**config.mk**
```make
export PLATFORM = sky130hd
export DESIGN_NAME = realtime_counter_alarms
export DESIGN_NICKNAME = d
export VERILOG_FILES = /design/src/hdl/rtc_pkg.sv /design/src/hdl/realtime_counter_alarms.sv
export SDC_FILE = /design/constraint.sdc
export NUM_CORES = 1
export LEC_CHECK = 0
export BUFFER_PORTS_ARGS = -buffer_cell sky130_fd_sc_hd__buf_2
export CAP_MARGIN = 0
export CELL_PAD_IN_SITES_DETAIL_PLACEMENT = 1
export CELL_PAD_IN_SITES_GLOBAL_PLACEMENT = 2
export CORE_UTILIZATION = 40
export DETAILED_ROUTE_END_ITERATION = 6
export PLACE_DENSITY_LB_ADDON = 0.2
export SLEW_MARGIN = 30
export SYNTH_ARGS = -nofsm -noshare
export SYNTH_HDL_FRONTEND = slang
export SYNTH_SLANG_ARGS = --single-unit
```
**constraint.sdc**
```tcl
create_clock -name sys_clk -period 7.5 [get_ports sys_clk]
set_input_delay 1.5 -clock sys_clk [delete_from_list [all_inputs] [get_ports sys_clk]]
set_output_delay 1.5 -clock sys_clk [all_outputs]
set_load 0.02 [all_outputs]
```
**src/hdl/rtc_pkg.sv**
```systemverilog
/*
 package for the real-time counter block: register offsets, field positions,
 reset values and timing counts. assumes a 50 MHz system clock.
*/
`default_nettype none
package rtc_pkg;
    // register byte offsets
    localparam logic [7:0] seconds_reg         = 8'h00;
    localparam logic [7:0] subsec_reg          = 8'h04;
    localparam logic [7:0] day_alarm_reg       = 8'h08;
    localparam logic [7:0] subsec_alarm_reg    = 8'h0c;
    localparam logic [7:0] control_reg         = 8'h10;
    localparam logic [7:0] trim_reg            = 8'h14;
    localparam logic [7:0] oscillator_setup_reg = 8'h18;

    // control register field positions
    localparam int ctrl_enable_bit      = 0;
    localparam int ctrl_day_irq_en_bit  = 1;
    localparam int ctrl_sub_irq_en_bit  = 2;
    localparam int ctrl_busy_bit        = 3;
    localparam int ctrl_ready_bit       = 4;
    localparam int ctrl_ready_ie_bit    = 5;
    localparam int ctrl_day_flag_bit    = 6;
    localparam int ctrl_sub_flag_bit    = 7;
    localparam int ctrl_async_read_bit  = 14;
    localparam int ctrl_unlock_bit      = 15;

    // trim register field positions
    localparam int trim_value_lsb       = 0;
    localparam int trim_tick_lsb        = 8;

    // reset values
    localparam logic [31:0] seconds_reset  = 32'h0000_0000;
    localparam logic [11:0] subsec_reset   = 12'h000;
    localparam logic [19:0] day_alarm_reset = 20'h0_0000;
    localparam logic [31:0] sub_alarm_reset = 32'h0000_0000;

    // timing: system clock and 32 kHz timebase
    localparam int    sys_clk_hz       = 50_000_000;
    localparam int    timebase_hz      = 32_768;
    localparam int    subsec_hz        = 4_096;
    localparam int    prescale_count   = timebase_hz / subsec_hz;
    localparam int    ready_window_us  = 120;
    localparam int    ready_cycles     = (ready_window_us * (sys_clk_hz / 1_000_000));
    localparam int    sync_cycles      = 3;
    localparam int    tick_period_s    = 32;
endpackage
`default_nettype wire

```
**src/hdl/realtime_counter_alarms.sv**
```systemverilog
/*
 real-time counter with day alarm and interval alarm, register access
 protection and one combined interrupt line.
 assumes osc_input_pin is a 32.768 kHz square level (from crystal buffer or
 direct drive) already synchronous to sys_clk; register port is a plain
 strobe bus with read data one cycle after the read strobe.
*/
`timescale 1ns/1ps
`default_nettype none
module realtime_counter_alarms
    import rtc_pkg::*;
#(
    parameter int ready_window_cycles = ready_cycles
) (
    // clock and reset
    input  wire logic        sys_clk,
    input  wire logic        sys_rst,
    // timebase
    input  wire logic        osc_input_pin,
    // register port
    input  wire logic [7:0]  reg_addr,
    input  wire logic [31:0] reg_wdata,
    input  wire logic        reg_write,
    input  wire logic        reg_read,
    output logic      [31:0] reg_rdata,
    // interrupt
    output logic             clock_irq_line
);

    // refuse settings that the counters cannot hold
    if (ready_window_cycles < 1) begin : window_check
        $error("ready window must be at least one cycle");
    end
    if (prescale_count != 8 || sync_cycles < 1 || sync_cycles > 4) begin : width_check
        $error("prescaler or busy counter too narrow");
    end

    logic [31:0] seconds;
    logic [11:0] subsec;
    logic [2:0]  prescale;
    logic        osc_last;
    logic [19:0] day_alarm_value;
    logic [31:0] subsec_alarm_start;
    logic [31:0] alarm_count;
    logic        alarm_running;
    logic        enable;
    logic        day_alarm_irq_enable;
    logic        subsec_alarm_irq_enable;
    logic        read_valid_irq_enable;
    logic        async_read;
    logic        unlock;
    logic        day_flag;
    logic        sub_flag;
    logic        ready;
    logic        busy;
    logic [1:0]  busy_count;
    logic [31:0] ready_count;
    logic [7:0]  trim_value;
    logic [7:0]  tick_count;
    logic [4:0]  sec_in_tick;
    logic [7:0]  osc_setup;
    logic        day_match_last;

    // timebase edge and 4096 Hz step
    wire osc_rise     = osc_input_pin & ~osc_last;
    wire sub_step     = osc_rise & (prescale == 3'(prescale_count - 1));
    wire count_step   = sub_step & enable;
    wire sub_wrap     = count_step & (subsec == 12'hfff);
    wire alarm_step   = sub_step & alarm_running;
    wire alarm_wrap   = alarm_step & (alarm_count == 32'hffff_ffff);

    // register decode
    wire sel_seconds  = (reg_addr == seconds_reg);
    wire sel_subsec   = (reg_addr == subsec_reg);
    wire sel_day      = (reg_addr == day_alarm_reg);
    wire sel_subalarm = (reg_addr == subsec_alarm_reg);
    wire sel_ctrl     = (reg_addr == control_reg);
    wire sel_trim     = (reg_addr == trim_reg);
    wire sel_osc      = (reg_addr == oscillator_setup_reg);
    wire wr_ok        = reg_write & ~busy;
    wire wr_seconds   = wr_ok & sel_seconds;
    wire wr_subsec    = wr_ok & sel_subsec;
    wire wr_day       = wr_ok & sel_day & ~day_alarm_irq_enable;
    wire wr_subalarm  = wr_ok & sel_subalarm & ~subsec_alarm_irq_enable;
    wire wr_ctrl      = wr_ok & sel_ctrl;
    wire wr_trim      = wr_ok & sel_trim & unlock;
    wire wr_osc       = reg_write & sel_osc & unlock;
    wire wr_protected = wr_seconds | wr_subsec | wr_day | wr_subalarm | wr_ctrl | wr_trim;
    wire day_match    = (day_alarm_value == seconds[19:0]);
    wire counter_upd  = count_step | wr_seconds | wr_subsec;

    // prescaler and edge detector
    always_ff @(posedge sys_clk) begin
        if (sys_rst) begin
            osc_last <= 1'b0;
            prescale <= 3'h0;
        end else begin
            osc_last <= osc_input_pin;
            if (osc_rise) begin
                prescale <= prescale + 3'h1;
            end
        end
    end

    // seconds and sub-second counters
    always_ff @(posedge sys_clk) begin
        if (sys_rst) begin
            seconds <= seconds_reset;
            subsec  <= subsec_reset;
        end else begin
            if (wr_subsec) begin
                subsec <= reg_wdata[11:0];
            end else if (count_step) begin
                subsec <= subsec + 12'h001;
            end
            if (wr_seconds) begin
                seconds <= reg_wdata;
            end else if (sub_wrap) begin
                seconds <= seconds + 32'h0000_0001;
            end
        end
    end

    // 32-second tick counter
    always_ff @(posedge sys_clk) begin
        if (sys_rst) begin
            sec_in_tick <= 5'h00;
            tick_count  <= 8'h00;
        end else if (sub_wrap) begin
            sec_in_tick <= sec_in_tick + 5'h01;
            if (sec_in_tick == 5'(tick_period_s - 1)) begin
                tick_count <= tick_count + 8'h01;
            end
        end
    end

    // interval alarm counter
    always_ff @(posedge sys_clk) begin
        if (sys_rst) begin
            alarm_count   <= sub_alarm_reset;
            alarm_running <= 1'b0;
        end else if (!subsec_alarm_irq_enable) begin
            alarm_running <= 1'b0;
            alarm_count   <= subsec_alarm_start;
        end else if (!alarm_running) begin
            // first alarm may lag by up to one sub-second period
            alarm_running <= sub_step;
            alarm_count   <= subsec_alarm_start;
        end else if (alarm_wrap) begin
            alarm_count <= subsec_alarm_start;
        end else if (alarm_step) begin
            alarm_count <= alarm_count + 32'h0000_0001;
        end
    end

    // write busy and synchronisation delay
    always_ff @(posedge sys_clk) begin
        if (sys_rst) begin
            busy       <= 1'b0;
            busy_count <= 2'h0;
        end else if (wr_protected) begin
            busy       <= 1'b1;
            busy_count <= 2'(sync_cycles - 1);
        end else if (busy) begin
            busy_count <= busy_count - 2'h1;
            if (busy_count == 2'h0) begin
                busy <= 1'b0;
            end
        end
    end

    // read-valid window
    always_ff @(posedge sys_clk) begin
        if (sys_rst) begin
            ready       <= 1'b0;
            ready_count <= 32'h0000_0000;
        end else if (counter_upd) begin
            ready       <= 1'b1;
            ready_count <= 32'(ready_window_cycles - 1);
        end else if (ready_count != 32'h0000_0000) begin
            ready_count <= ready_count - 32'h0000_0001;
        end else if (ready && (prescale == 3'(prescale_count - 1))) begin
            ready <= 1'b0;
        end else if (wr_ctrl && !reg_wdata[ctrl_ready_bit]) begin
            ready <= 1'b0;
        end
    end

    // control, alarms, trim and flags
    always_ff @(posedge sys_clk) begin
        if (sys_rst) begin
            enable                  <= 1'b0;
            day_alarm_irq_enable    <= 1'b0;
            subsec_alarm_irq_enable <= 1'b0;
            read_valid_irq_enable   <= 1'b0;
            async_read              <= 1'b0;
            unlock                  <= 1'b0;
            day_flag                <= 1'b0;
            sub_flag                <= 1'b0;
            day_alarm_value         <= day_alarm_reset;
            subsec_alarm_start      <= sub_alarm_reset;
            trim_value              <= 8'h00;
            osc_setup               <= 8'h00;
            day_match_last          <= 1'b0;
        end else begin
            day_match_last <= day_match;
            if (wr_ctrl) begin
                if (unlock) begin
                    enable <= reg_wdata[ctrl_enable_bit];
                end
                day_alarm_irq_enable    <= reg_wdata[ctrl_day_irq_en_bit];
                subsec_alarm_irq_enable <= reg_wdata[ctrl_sub_irq_en_bit];
                read_valid_irq_enable   <= reg_wdata[ctrl_ready_ie_bit];
                async_read              <= reg_wdata[ctrl_async_read_bit];
                unlock                  <= reg_wdata[ctrl_unlock_bit];
            end
            // hardware set wins over a software write in the same cycle
            if (day_match && !day_match_last) begin
                day_flag <= 1'b1;
            end else if (wr_ctrl) begin
                day_flag <= reg_wdata[ctrl_day_flag_bit];
            end
            if (alarm_wrap) begin
                sub_flag <= 1'b1;
            end else if (wr_ctrl) begin
                sub_flag <= reg_wdata[ctrl_sub_flag_bit];
            end
            if (wr_day) begin
                day_alarm_value <= reg_wdata[19:0];
            end
            if (wr_subalarm) begin
                subsec_alarm_start <= reg_wdata;
            end
            if (wr_trim) begin
                trim_value <= reg_wdata[trim_value_lsb +: 8];
            end
            if (wr_osc) begin
                osc_setup <= reg_wdata[7:0];
            end
        end
    end

    // read data mux
    wire [31:0] ctrl_view = {16'h0000, unlock, async_read, 6'h00, sub_flag, day_flag,
                             read_valid_irq_enable, ready, busy, subsec_alarm_irq_enable,
                             day_alarm_irq_enable, enable};
    wire [31:0] read_mux  = sel_seconds  ? seconds :
                            sel_subsec   ? {20'h0_0000, subsec} :
                            sel_day      ? {12'h000, day_alarm_value} :
                            sel_subalarm ? subsec_alarm_start :
                            sel_ctrl     ? ctrl_view :
                            sel_trim     ? {16'h0000, tick_count, trim_value} :
                            sel_osc      ? {24'h00_0000, osc_setup} : 32'h0000_0000;

    always_ff @(posedge sys_clk) begin
        if (sys_rst) begin
            reg_rdata <= 32'h0000_0000;
        end else if (reg_read) begin
            reg_rdata <= read_mux;
        end else begin
            reg_rdata <= 32'h0000_0000;
        end
    end

    // combined interrupt
    assign clock_irq_line = (day_flag & day_alarm_irq_enable) |
                            (sub_flag & subsec_alarm_irq_enable) |
                            (ready & read_valid_irq_enable);

    // rule checks
    rollover_a: assert property (@(posedge sys_clk) disable iff (sys_rst)
        sub_wrap && !wr_seconds |=> seconds == $past(seconds) + 32'h1) else $error("seconds missed rollover");
    subsec_step_a: assert property (@(posedge sys_clk) disable iff (sys_rst)
        count_step && !wr_subsec |=> subsec == $past(subsec) + 12'h1) else $error("subsec step wrong");
    freeze_a: assert property (@(posedge sys_clk) disable iff (sys_rst)
        !enable && !wr_subsec && !wr_seconds |=> $stable(subsec) && $stable(seconds)) else $error("counter moved");
    ready_set_a: assert property (@(posedge sys_clk) disable iff (sys_rst)
        count_step |=> ready) else $error("ready not set");
    busy_set_a: assert property (@(posedge sys_clk) disable iff (sys_rst)
        wr_protected |=> busy [*3] ##1 !busy || $past(wr_protected)) else $error("busy timing");
    busy_block_a: assert property (@(posedge sys_clk) disable iff (sys_rst)
        busy && reg_write && sel_day |=> $stable(day_alarm_value)) else $error("write while busy");
    trim_lock_a: assert property (@(posedge sys_clk) disable iff (sys_rst)
        !unlock |=> $stable(trim_value)) else $error("trim written locked");
    day_flag_a: assert property (@(posedge sys_clk) disable iff (sys_rst)
        day_match && !day_match_last |=> day_flag) else $error("day flag missed");
    reload_a: assert property (@(posedge sys_clk) disable iff (sys_rst)
        alarm_wrap && subsec_alarm_irq_enable |=> sub_flag && alarm_count == $past(subsec_alarm_start))
        else $error("interval reload wrong");
    irq_a: assert property (@(posedge sys_clk) disable iff (sys_rst)
        ready && read_valid_irq_enable |-> clock_irq_line) else $error("irq missing");
    tick_count_a: assert property (@(posedge sys_clk) disable iff (sys_rst)
        sub_wrap && sec_in_tick == 5'(tick_period_s - 1) |=> tick_count == $past(tick_count) + 8'h01)
        else $error("tick count missed");
    ready_hold_a: assert property (@(posedge sys_clk) disable iff (sys_rst)
        ready && ready_count != 32'h0000_0000 |=> ready) else $error("ready dropped early");
    ready_clear_a: assert property (@(posedge sys_clk) disable iff (sys_rst)
        ready && ready_count == 32'h0000_0000 && prescale == 3'(prescale_count - 1) && !counter_upd
        |=> !ready) else $error("ready held over update");
    alarm_count_a: assert property (@(posedge sys_clk) disable iff (sys_rst)
        alarm_step && !alarm_wrap && subsec_alarm_irq_enable |=> alarm_count == $past(alarm_count) + 32'h1)
        else $error("interval count wrong");
    alarm_arm_a: assert property (@(posedge sys_clk) disable iff (sys_rst)
        subsec_alarm_irq_enable && !alarm_running && !sub_step |=> !alarm_running) else $error("interval armed early");
    alarm_stop_a: assert property (@(posedge sys_clk) disable iff (sys_rst)
        !subsec_alarm_irq_enable |=> !alarm_running && alarm_count == $past(subsec_alarm_start))
        else $error("interval not reloaded");
    day_irq_a: assert property (@(posedge sys_clk) disable iff (sys_rst)
        day_flag && day_alarm_irq_enable |-> clock_irq_line) else $error("day irq missing");
    sub_irq_a: assert property (@(posedge sys_clk) disable iff (sys_rst)
        sub_flag && subsec_alarm_irq_enable |-> clock_irq_line) else $error("interval irq missing");
    enable_lock_a: assert property (@(posedge sys_clk) disable iff (sys_rst)
        wr_ctrl && !unlock |=> $stable(enable)) else $error("enable written locked");
    rdata_idle_a: assert property (@(posedge sys_clk) disable iff (sys_rst)
        !reg_read |=> reg_rdata == 32'h0000_0000) else $error("read data not idle");

endmodule
`default_nettype wire

```
==> results of run 1 <==
==> metrics by stage <==
| step | hold WS [ps] | instance area (µm²) | cells | setup slack, ps |
|---|---|---|---|---|
| finish | 480.7 | 13760 | 1937 | 3702 |
| global route | 497.7 | 13760 | 1937 | 3521 |
| CTS | 478.7 | 13740 | 1937 | 3732 |
| detailed placement | 463.3 | 12750 | 1883 | 3191 |
| global placement | 447.7 | 12750 | 1883 | 3276 |
| floorplan | 436.4 | 12100 | 1495 | 4177 |
==> kinds of logic (layout without fill, tap and decap cells) <==
| family | Yosys count | in the layout |
|---|---|---|
| AO/OA/AOI/OAI | 354 | 354 |
| XOR/XNOR | 65 | 65 |
| adder cells (fa/ha/maj) | 10 | 10 |
| buffers and inverters | 128 | 180 |
| flip-flops | 239 | 239 |
| multiplexers | 45 | 45 |
| AND/OR/NAND/NOR | 654 | 654 |
==> layout make-up <==
cell class                 instances  area, µm²  share of cell area (%)
timing repair buffer              95      530.5                   3.857
sequential                       239       4785                   34.78
clock buffer                      40      847.1                   6.158
tap                              390      488.0                   3.547
clock inverter                    14      148.9                   1.082
multi-input combinational       1128       6840                   49.73
inverter                          31      116.4                  0.8459
==> routing by layer <==
metal | wire length, µm | share of wire [%] | GRT usage [%] | vias to the layer above
met5 | 0 | 0 | 0 | -
met4 | 996 | 2.3 | 7.536 | 0
met3 | 2061 | 4.8 | 3.550 | 60
met2 | 19710 | 46 | 44.88 | 268
met1 | 20240 | 47 | 39.37 | 5851
li1 | - | - | - | 5587
==> cell usage in the layout (no fill, tap or decap), types with 6 or more instances in the layout <==
master,n
inv_1,31
nor2_1,131
o21ai_0,66
ha_1,10
or2_2,7
o31ai_1,18
a222oi_1,18
mux2_2,8
clkbuf_8,8
and2_1,7
and3_1,17
xor2_1,34
nor2b_1,8
buf_2,76
nand4_1,32
dfxtp_1,239
a311oi_1,18
nand2b_1,7
nand2_1,200
a211oi_1,38
nor3_1,35
nand3_1,71
o22ai_1,6
or3_1,20
a31oi_1,19
buf_4,17
nor4_1,34
a21oi_1,114
a22oi_1,12
or4_1,31
clkbuf_16,29
and4_1,15
mux2i_1,37
clkinv_2,10
xnor2_1,31
==> worst min-delay path, stage by stage (launching register included) <==
cell and delay, ps:
dfxtp_1 310, o21ai_0 70, a21oi_1 60
==> power groups by stage <==
stage / sequential (mW) / clock [mW] / combinational, mW
after floorplan: 1.41 / 0 / 0.525
after global placement: 1.43 / 0 / 0.652
after detailed placement: 1.43 / 0 / 0.673
after CTS: 1.41 / 1.49 / 0.678
after global routing: 1.42 / 1.55 / 0.757
final: 1.41 / 1.47 / 0.680
==> final timing paths <==
| check | endpoint | slack [ps] | cells after the start |
|---|---|---|---|
| worst max-delay path | seconds[29] | 3700 | 6 |
| worst min-delay path | ready_count[21] | 480 | 2 |
| worst max register to register | seconds[29] | 3950 | 7 |
| worst min register to register | ready_count[21] | 480 | 2 |
==> results.sh, run 1 <==
export IMPL_synth_edf_count=0
export IMPL_syn2layout_area_growth_pct=13.72
export IMPL_synth_xor_area_share_pct=4.706
export IMPL_crit_path_start="osc_input_pin"
export IMPL_die_h_um=175.9
export IMPL_p_leak_nw=4.780
export IMPL_track_usage_pct=28.01
export IMPL_pwr_share_clk_pct=41.4
export IMPL_grt_max_degree=95
export IMPL_yosysTopAreaCellShare_pct=39.55
export IMPL_cts_sinks=239
export IMPL_clk_pin_slew_ps=60
export IMPL_drv_cap=0
export IMPL_drv_slew=0
export IMPL_tightest_slew_ps=1042
export IMPL_vdd_drop_max_mv=0.2556
export IMPL_outcome="completed"
export IMPL_start_util_pct=40.71
export IMPL_core_area_um2=29720
export IMPL_synthMuxAreaShare_pct=3.806
export IMPL_cts_tree="done"
export IMPL_pwr_share_seq_pct=39.6
export IMPL_crit_path_max_incr_delay_ps=690
export IMPL_synth_seq_cells=239
export IMPL_post_cts_setup_buffers=0
export IMPL_p_int_mw=2.466
export IMPL_cp_end_kind="register"
export IMPL_cts_resized=0
export IMPL_io_pins=78
export IMPL_hpwlAfterDp_um=29340
export IMPL_yosysMostFrequentCell="dfxtp_1"
export IMPL_yosys_area_share_simple_pct=27.67
export IMPL_post_route_period_util_pct=50.64
export IMPL_std_cell_rows=63
export IMPL_gr_total_overflow=0
export IMPL_yosysSeqAreaShare_pct=39.55
export IMPL_antennaDiodeCount=0
export IMPL_antenna_left=0
export IMPL_cp_required_ps=7960
export IMPL_synthCells=1495
export IMPL_synth_top_family_by_area="simple AND/OR/NAND/NOR gates"
export IMPL_switching_share_pct=30.74
export IMPL_synth_area_top_cells="dfxtp_1 40%, nand2_1 6.2%, a21oi_1 4.7%"
export IMPL_vias=11766
export IMPL_timing_slew_headroom_pct=29.96
export IMPL_worstPathCellList="buf_2, and4b_1, and2_1, nand4_1, or4_1, a311oi_1"
export IMPL_start_kind="input pin"
export IMPL_crit_type="input pin to register"
export IMPL_timing_rr_start="prescale[0]"
export IMPL_synth_adder_area_share_pct=1.034
export IMPL_die_x_um=175.9
export IMPL_drtIter0Drc=877
export IMPL_ys_flop_type="dfxtp_1"
export IMPL_finalNetCount=1579
export IMPL_ys_top_cells_by_count="239 x dfxtp_1, 200 x nand2_1, 133 x nor2_1, 114 x a21oi_1, 79 x clkbuf_1"
export IMPL_power_density_nw_per_um2=258.9
export IMPL_power_total_mw=3.561
export IMPL_synth_area_per_cell_um2=8.091
export IMPL_ys_warn_count=0
export IMPL_drcViolationCount=0
export IMPL_ys_async_sr_fraction_pct=0
export IMPL_yosysUniqueCellTypes=76
export IMPL_finalSetupViolCount=0
export IMPL_syn_num_nets=1550
export IMPL_min_period_ps=3798
export IMPL_min_from="ready_count[21]"
export IMPL_cts_root_buf="clkbuf_16"
export IMPL_routed_wl_um=43000
export IMPL_firstDrtPassIters=6
export IMPL_grt_antenna_before_repair=0
export IMPL_drive_gt1_share_pct=12.02
export IMPL_comb_power_share_pct=19.1
export IMPL_fill_cells=3562
export IMPL_final_setup_skew_ps=18.90
export IMPL_clock_latency_ps=570
export IMPL_wl_per_cell_um=22.20
export IMPL_final_core_util_pct=46.29
export IMPL_worstPathArrival_ps=4260
export IMPL_rsz0062_at_grt="no"
export IMPL_hold_violations=0
export IMPL_ctsLongestPathBuffers=3
export IMPL_synth_compound_area_share_pct=19.04
export IMPL_synth_area_um2=12100
export IMPL_grt_pass1_wl_um=68320
export IMPL_cts_max_level=1
export IMPL_viasPerCell=6.074
export IMPL_cp_slowest_cell="or4_1"
export IMPL_critical_path_max_fanout=13
export IMPL_min_path_type="register to register"
export IMPL_die_area_um2=30940
export IMPL_fmax_ghz=0.2633
export IMPL_gp_congestion=0.8796
export IMPL_timing_critical_path_buf_inv=1
export IMPL_grt_pass1_vias=11708
export IMPL_critPathTopFamily="simple AND/OR/NAND/NOR gates"
export IMPL_p_switching_mw=1.095
export IMPL_holdBufCountCts=0
export IMPL_yosysTopAreaCell="dfxtp_1"
export IMPL_io_buffers=77
export IMPL_finalSetupTns_ps=0
export IMPL_numCtsBuffers=29
Power figures use the tool's default switching activity.
==> run 2, diff against run 1 <==
CORE_UTILIZATION = 37   (was 40)
clock period = 3.7 ns   (was 7.5 ns; I/O delays follow)
==> run 2 against run 1 <==
The flow now finishes with violations (design-rule violations). Sequential share of layout area decreased by 0.57 points. Wire length increased by 3.2%. Non-clock buffer count increased by 20. Total power increased by 100%. Clock power increased by 110%. Worst hold slack got worse by 51 ps. Die area increased by 8.0%. Sequential power increased by 100%. Cell count increased by 3.4%.
==> results.sh, run 2 (synthesis gave the netlist of run 1 again) <==
export IMPL_io_pins=78
export IMPL_vdd_drop_max_mv=0.5657
export IMPL_dp_cells=1948
export IMPL_grt_max_degree=80
export IMPL_viasPerCell=5.916
export IMPL_critPathTopFamily="simple AND/OR/NAND/NOR gates"
export IMPL_firstDrtPassIters=7
export IMPL_timing_slew_headroom_pct=37.17
export IMPL_gr_total_overflow=0
export IMPL_grt_pass1_wl_um=69630
export IMPL_drv_slew=0
export IMPL_final_setup_skew_ps=15.44
export IMPL_power_density_nw_per_um2=519.4
export IMPL_grt_antenna_before_repair=0
export IMPL_grt_pass1_vias=11887
export IMPL_die_area_um2=33420
export IMPL_min_period_ps=2932
export IMPL_hold_violations=0
export IMPL_critical_path_max_fanout=14
export IMPL_routed_wl_um=44390
export IMPL_finalSetupViolCount=0
export IMPL_pre_cts_ws_ps=635.3
export IMPL_clk_pin_slew_ps=60
export IMPL_antenna_left=0
export IMPL_post_cts_setup_buffers=0
export IMPL_p_leak_nw=4.889
export IMPL_std_cell_rows=65
export IMPL_drtIter0Drc=766
export IMPL_numCtsBuffers=30
export IMPL_drcViolationCount=1
export IMPL_finalNetCount=1600
export IMPL_cts_tree="done"
export IMPL_power_total_mw=7.263
export IMPL_track_usage_pct=26.68
export IMPL_whs_ps=429.7
export IMPL_cts_sinks=239
export IMPL_violations="design-rule violations"
export IMPL_ctsLongestPathBuffers=3
export IMPL_tightest_slew_ps=929.3
export IMPL_timing_critical_path_buf_inv=1
export IMPL_core_area_um2=31880
export IMPL_holdBufCountCts=0
export IMPL_antennaDiodeCount=0
export IMPL_vias=11850
export IMPL_die_h_um=182.8
export IMPL_stdcell_count=2003
export IMPL_cp_end_kind="register"
export IMPL_cts_root_buf="clkbuf_16"
export IMPL_rsz0062_at_grt="no"
export IMPL_clock_latency_ps=580
export IMPL_setup_ws_ps=767.7
export IMPL_worstPathArrival_ps=3430
export IMPL_syn2layout_area_growth_pct=15.60
export IMPL_crit_type="register to register"
export IMPL_final_common_cell="dfxtp_1"
export IMPL_wl_per_cell_um=22.16
export IMPL_io_buffers=77
export IMPL_post_route_period_util_pct=79.25
export IMPL_fmax_ghz=0.3410
export IMPL_outcome="finished, violations left"
export IMPL_gp_congestion=0.8588
export IMPL_hpwlAfterDp_um=31120
export IMPL_cts_max_level=1
export IMPL_min_path_type="input pin to register"
export IMPL_worstPathCellList="ha_1, nand2_1, or4_1, nor3_4, buf_4, o21ai_0, a21oi_1"
export IMPL_drv_cap=0
export IMPL_cp_slowest_cell="or4_1"
export IMPL_start_kind="register"
export IMPL_drive_gt1_share_pct=13.20
export IMPL_start_util_pct=37.94
export IMPL_cts_resized=0
export IMPL_die_x_um=182.8
export IMPL_crit_path_max_incr_delay_ps=720
export IMPL_finalSetupTns_ps=0
export IMPL_cp_required_ps=4200
export IMPL_final_cell_mix="239 x dfxtp_1, 200 x nand2_1, 132 x nor2_1"
[run 2: cell types whose count changed in the layout (fill, tap and decap cells not counted), sizes merged]
cell	previous run	this run
inv	32	33
clkinvlp	0	1
clkinv	10	8
buf	95	115
bufinv	3	2
clkbuf	40	42
[run 2: path summary, 6_finish.rpt]
path	start	endpoint	slack [ps]	cells after the start
setup / recovery	alarm_count[0]	alarm_count[3]	770	7
hold / removal	reg_wdata[30]	seconds[30]	430	3
setup reg to reg	alarm_count[0]	alarm_count[3]	770	7
hold reg to reg	day_match_last	day_flag	480	2
[run 2: worst register-to-register path, delay by kind of cell (launching register included)]
kind,cells,cell delay (ps)
AOI/OAI and AO/OA,2,330
buffers and inverters,1,280
and+or+nand+nor,3,1520
adders and majority gates,1,300
DFF,1,440
[run 2: layer usage]
metal	GRT usage [%]	vias up	wire length [µm]
met3	2.780	70	1939
met5	0	-	0
met2	42.44	296	20050
met4	8.800	0	1357
li1	-	5630	-
met1	37.68	5854	21050
[run 2: metrics by stage]
stage / utilization [%] / instance area, µm²
after floorplan: - / 12100
after global placement: 40.62 / 12950
after detailed placement: 40.62 / 12950
after CTS: 43.86 / 13980
after global routing: 43.86 / 13980
final: 43.86 / 13980
[run 2: area by class of cell]
type | instances | area (µm²)
inverters | 31 | 116.4
clock buffers | 42 | 907.1
fillers | 3861 | 17900
flip-flops and latches | 239 | 4785
multi-input cells | 1128 | 6829
clock inverters | 13 | 125.1
repair buffers | 115 | 676.9
well taps | 435 | 544.3
[run 2: power by group]
part	total (mW)	internal (mW)	switching, mW
registers	2.85	2.71	0.138
clock network	3.05	1.84	1.21
logic	1.37	0.489	0.878
==> run 3, diff against run 2 <==
ABC_AREA = 1   (was unset)
CORE_UTILIZATION = 34   (was 37)
clock period = 2.8 ns   (was 3.7 ns; I/O delays follow)
==> run 3 against run 2 <==
The run now ends clean. Cell count grew 26%. Utilization down 4.4 points. Largest power group unchanged. Sequential power increased by 28%. Synthesized area up 6.9%. Critical path type unchanged. Synthesized cell count is 29% higher. Sequential share of layout area fell by 1.9 points. Total power grew 26%.
==> results.sh, run 3 <==
export IMPL_timing_rr_start="prescale[0]"
export IMPL_finalNetCount=2053
export IMPL_start_kind="register"
export IMPL_dp_cells=2478
export IMPL_cts_tree="done"
export IMPL_min_from="osc_input_pin"
export IMPL_final_cell_mix="438 x nand2_1, 251 x nor2_1, 239 x dfxtp_1"
export IMPL_ys_async_sr_fraction_pct=0
export IMPL_syn2layout_area_growth_pct=14.61
export IMPL_die_x_um=197.0
export IMPL_clock_latency_ps=570
export IMPL_numCtsBuffers=29
export IMPL_start_util_pct=34.42
export IMPL_cts_root_buf="clkbuf_16"
export IMPL_die_area_um2=38820
export IMPL_placed_cell_area_um2=13830
export IMPL_vdd_drop_max_mv=0.4345
export IMPL_cts_sinks=239
export IMPL_ctsLongestPathBuffers=3
export IMPL_rsz0062_at_grt="no"
export IMPL_ys_warn_count=0
export IMPL_min_period_ps=2352
export IMPL_routed_wl_um=47620
export IMPL_ys_flop_type="dfxtp_1"
export IMPL_antennaDiodeCount=0
export IMPL_routedLengthMet1_um=22980
export IMPL_synthCells=1932
export IMPL_fill_cells=4914
export IMPL_viasPerCell=5.083
export IMPL_yosysSeqAreaShare_pct=36.99
export IMPL_synth_area_um2=12930
export IMPL_std_cell_rows=71
export IMPL_crit_type="register to register"
export IMPL_grt_pass1_wl_um=74620
export IMPL_worstPathArrival_ps=2860
export IMPL_wl_met2_um=21690
export IMPL_syn_num_nets=1987
export IMPL_io_buffers=77
export IMPL_cts_resized=0
export IMPL_grt_pass1_vias=12824
export IMPL_core_area_um2=37580
export IMPL_yosysMostFrequentCell="nand2_1"
export IMPL_drive_gt1_share_pct=11.25
export IMPL_fmax_ghz=0.4252
export IMPL_cp_required_ps=3300
export IMPL_yosysTopAreaCellShare_pct=36.99
export IMPL_synth_area_per_cell_um2=6.694
export IMPL_routed_top_layer="met4"
export IMPL_die_h_um=197.0
export IMPL_synth_area_top_cells="dfxtp_1 37%, nand2_1 13%, nor2_1 7.3%"
export IMPL_grt_max_degree=62
export IMPL_stdcell_count=2529
export IMPL_final_setup_skew_ps=12.03
export IMPL_gr_total_overflow=0
export IMPL_final_common_cell="nand2_1"
export IMPL_hpwlAfterDp_um=36160
export IMPL_ys_top_cells_by_count="438 x nand2_1, 251 x nor2_1, 239 x dfxtp_1, 236 x inv_1, 134 x a21oi_1"
export IMPL_firstDrtPassIters=5
export IMPL_synth_seq_cells=239
export IMPL_wl_met3_um=1820
export IMPL_p_leak_nw=5.935
export IMPL_critical_path_max_fanout=9
export IMPL_antenna_left=0
export IMPL_io_pins=78
export IMPL_synth_edf_count=0
export IMPL_track_usage_pct=24.82
export IMPL_drcViolationCount=0
export IMPL_vias=12855
export IMPL_gp_congestion=0.8907
export IMPL_holdBufCountCts=0
export IMPL_drv_slew=0
export IMPL_hold_violations=0
export IMPL_post_route_period_util_pct=83.99
export IMPL_outcome="completed"
export IMPL_stdcell_area_um2=14820
export IMPL_cp_end_kind="register"
export IMPL_wl_per_cell_um=18.83
export IMPL_drtIter0Drc=683
export IMPL_timing_slew_headroom_pct=55.29
export IMPL_clk_pin_slew_ps=60
export IMPL_crit_path_start="prescale[0]"
export IMPL_cts_max_level=1
export IMPL_pre_cts_ws_ps=278.3
export IMPL_whs_ps=230.8
export IMPL_yosysTopAreaCell="dfxtp_1"
export IMPL_drv_cap=0
export IMPL_finalSetupTns_ps=0
export IMPL_power_density_nw_per_um2=617.4
export IMPL_tightest_slew_ps=670.6
export IMPL_post_cts_setup_buffers=0
export IMPL_min_path_type="input pin to register"
export IMPL_yosysUniqueCellTypes=48
export IMPL_finalSetupViolCount=0
export IMPL_setup_ws_ps=448.3
export IMPL_grt_antenna_before_repair=0
[run 3: changes by cell type in the layout (fill, tap and decap cells not counted), moves of 37 or more]
cell / delta
nand2_1: +238
inv_1: +204
nor2_1: +119
nand3_1: +53
o21ai_0: +48
mux2i_1: -37
[run 3: critical path, cell delays in order, from the launching register on]
cell	delay [ps]
dfxtp_1	340
ha_1	150
ha_1	170
nand3_2	180
nor2_4	300
nand4_4	240
nor2_1	320
buf_4	230
o21ai_0	90
a21oi_1	120
nor2_1	50
nor2_1	80
[run 3: power by group]
| part | switching, mW | total [mW] | internal, mW | leakage (nW) |
|---|---|---|---|---|
| Combinational | 1.02 | 1.56 | 0.540 | 3.52 |
| Clock | 1.57 | 3.94 | 2.37 | 0.482 |
| Sequential | 0.120 | 3.65 | 3.53 | 1.93 |
| Total | 2.71 | 9.15 | 6.44 | 5.93 |
[run 3: final timing paths]
| kind | endpoint | slack [ps] | cells after the start |
|---|---|---|---|
| worst max-delay path | seconds[12] | 450 | 11 |
| worst min-delay path | osc_last | 230 | 3 |
| worst min register to register | day_flag | 440 | 1 |
| worst max register to register | seconds[12] | 450 | 11 |
[run 3: metrics by stage]
| stage | total power [mW] | utilization (%) |
|---|---|---|
| 2_1_floorplan | 4.832 | - |
| 3_3_place_gp | 5.253 | 36.81 |
| 3_5_place_dp | 5.293 | 36.81 |
| 4_1_cts | 9.273 | 39.45 |
| 5_1_grt | 9.619 | 39.45 |
| 6_report | 9.152 | 39.45 |
[run 3: kinds of logic (layout without fill, tap and decap cells)]
logic type,after synthesis,after routing,synth area share [%]
AND/OR/NAND/NOR,940,940,31.85
AO/OA/AOI/OAI,346,346,14.86
buffers and inverters,321,407,10.19
flip-flops,239,239,36.99
XOR/XNOR,76,76,5.147
adder cells (fa/ha/maj),10,10,0.9674
[run 3: per-layer routing]
| metal | GRT usage, % | up-vias |
|---|---|---|
| li1 | - | 6379 |
| met1 | 34.78 | 6214 |
| met2 | 40.10 | 206 |
| met3 | 3.329 | 56 |
| met4 | 6.115 | 0 |
| met5 | 0 | - |
[run 3: final cells by class]
class | instances | area [µm²] | share of cell area, %
timing repair buffer | 107 | 638.1 | 4.305
multi-input combinational | 1372 | 6832 | 46.09
tap | 511 | 639.4 | 4.313
clock inverter | 11 | 145.1 | 0.9791
sequential | 239 | 4785 | 32.28
inverter | 249 | 937.1 | 6.322
clock buffer | 40 | 847.1 | 5.715
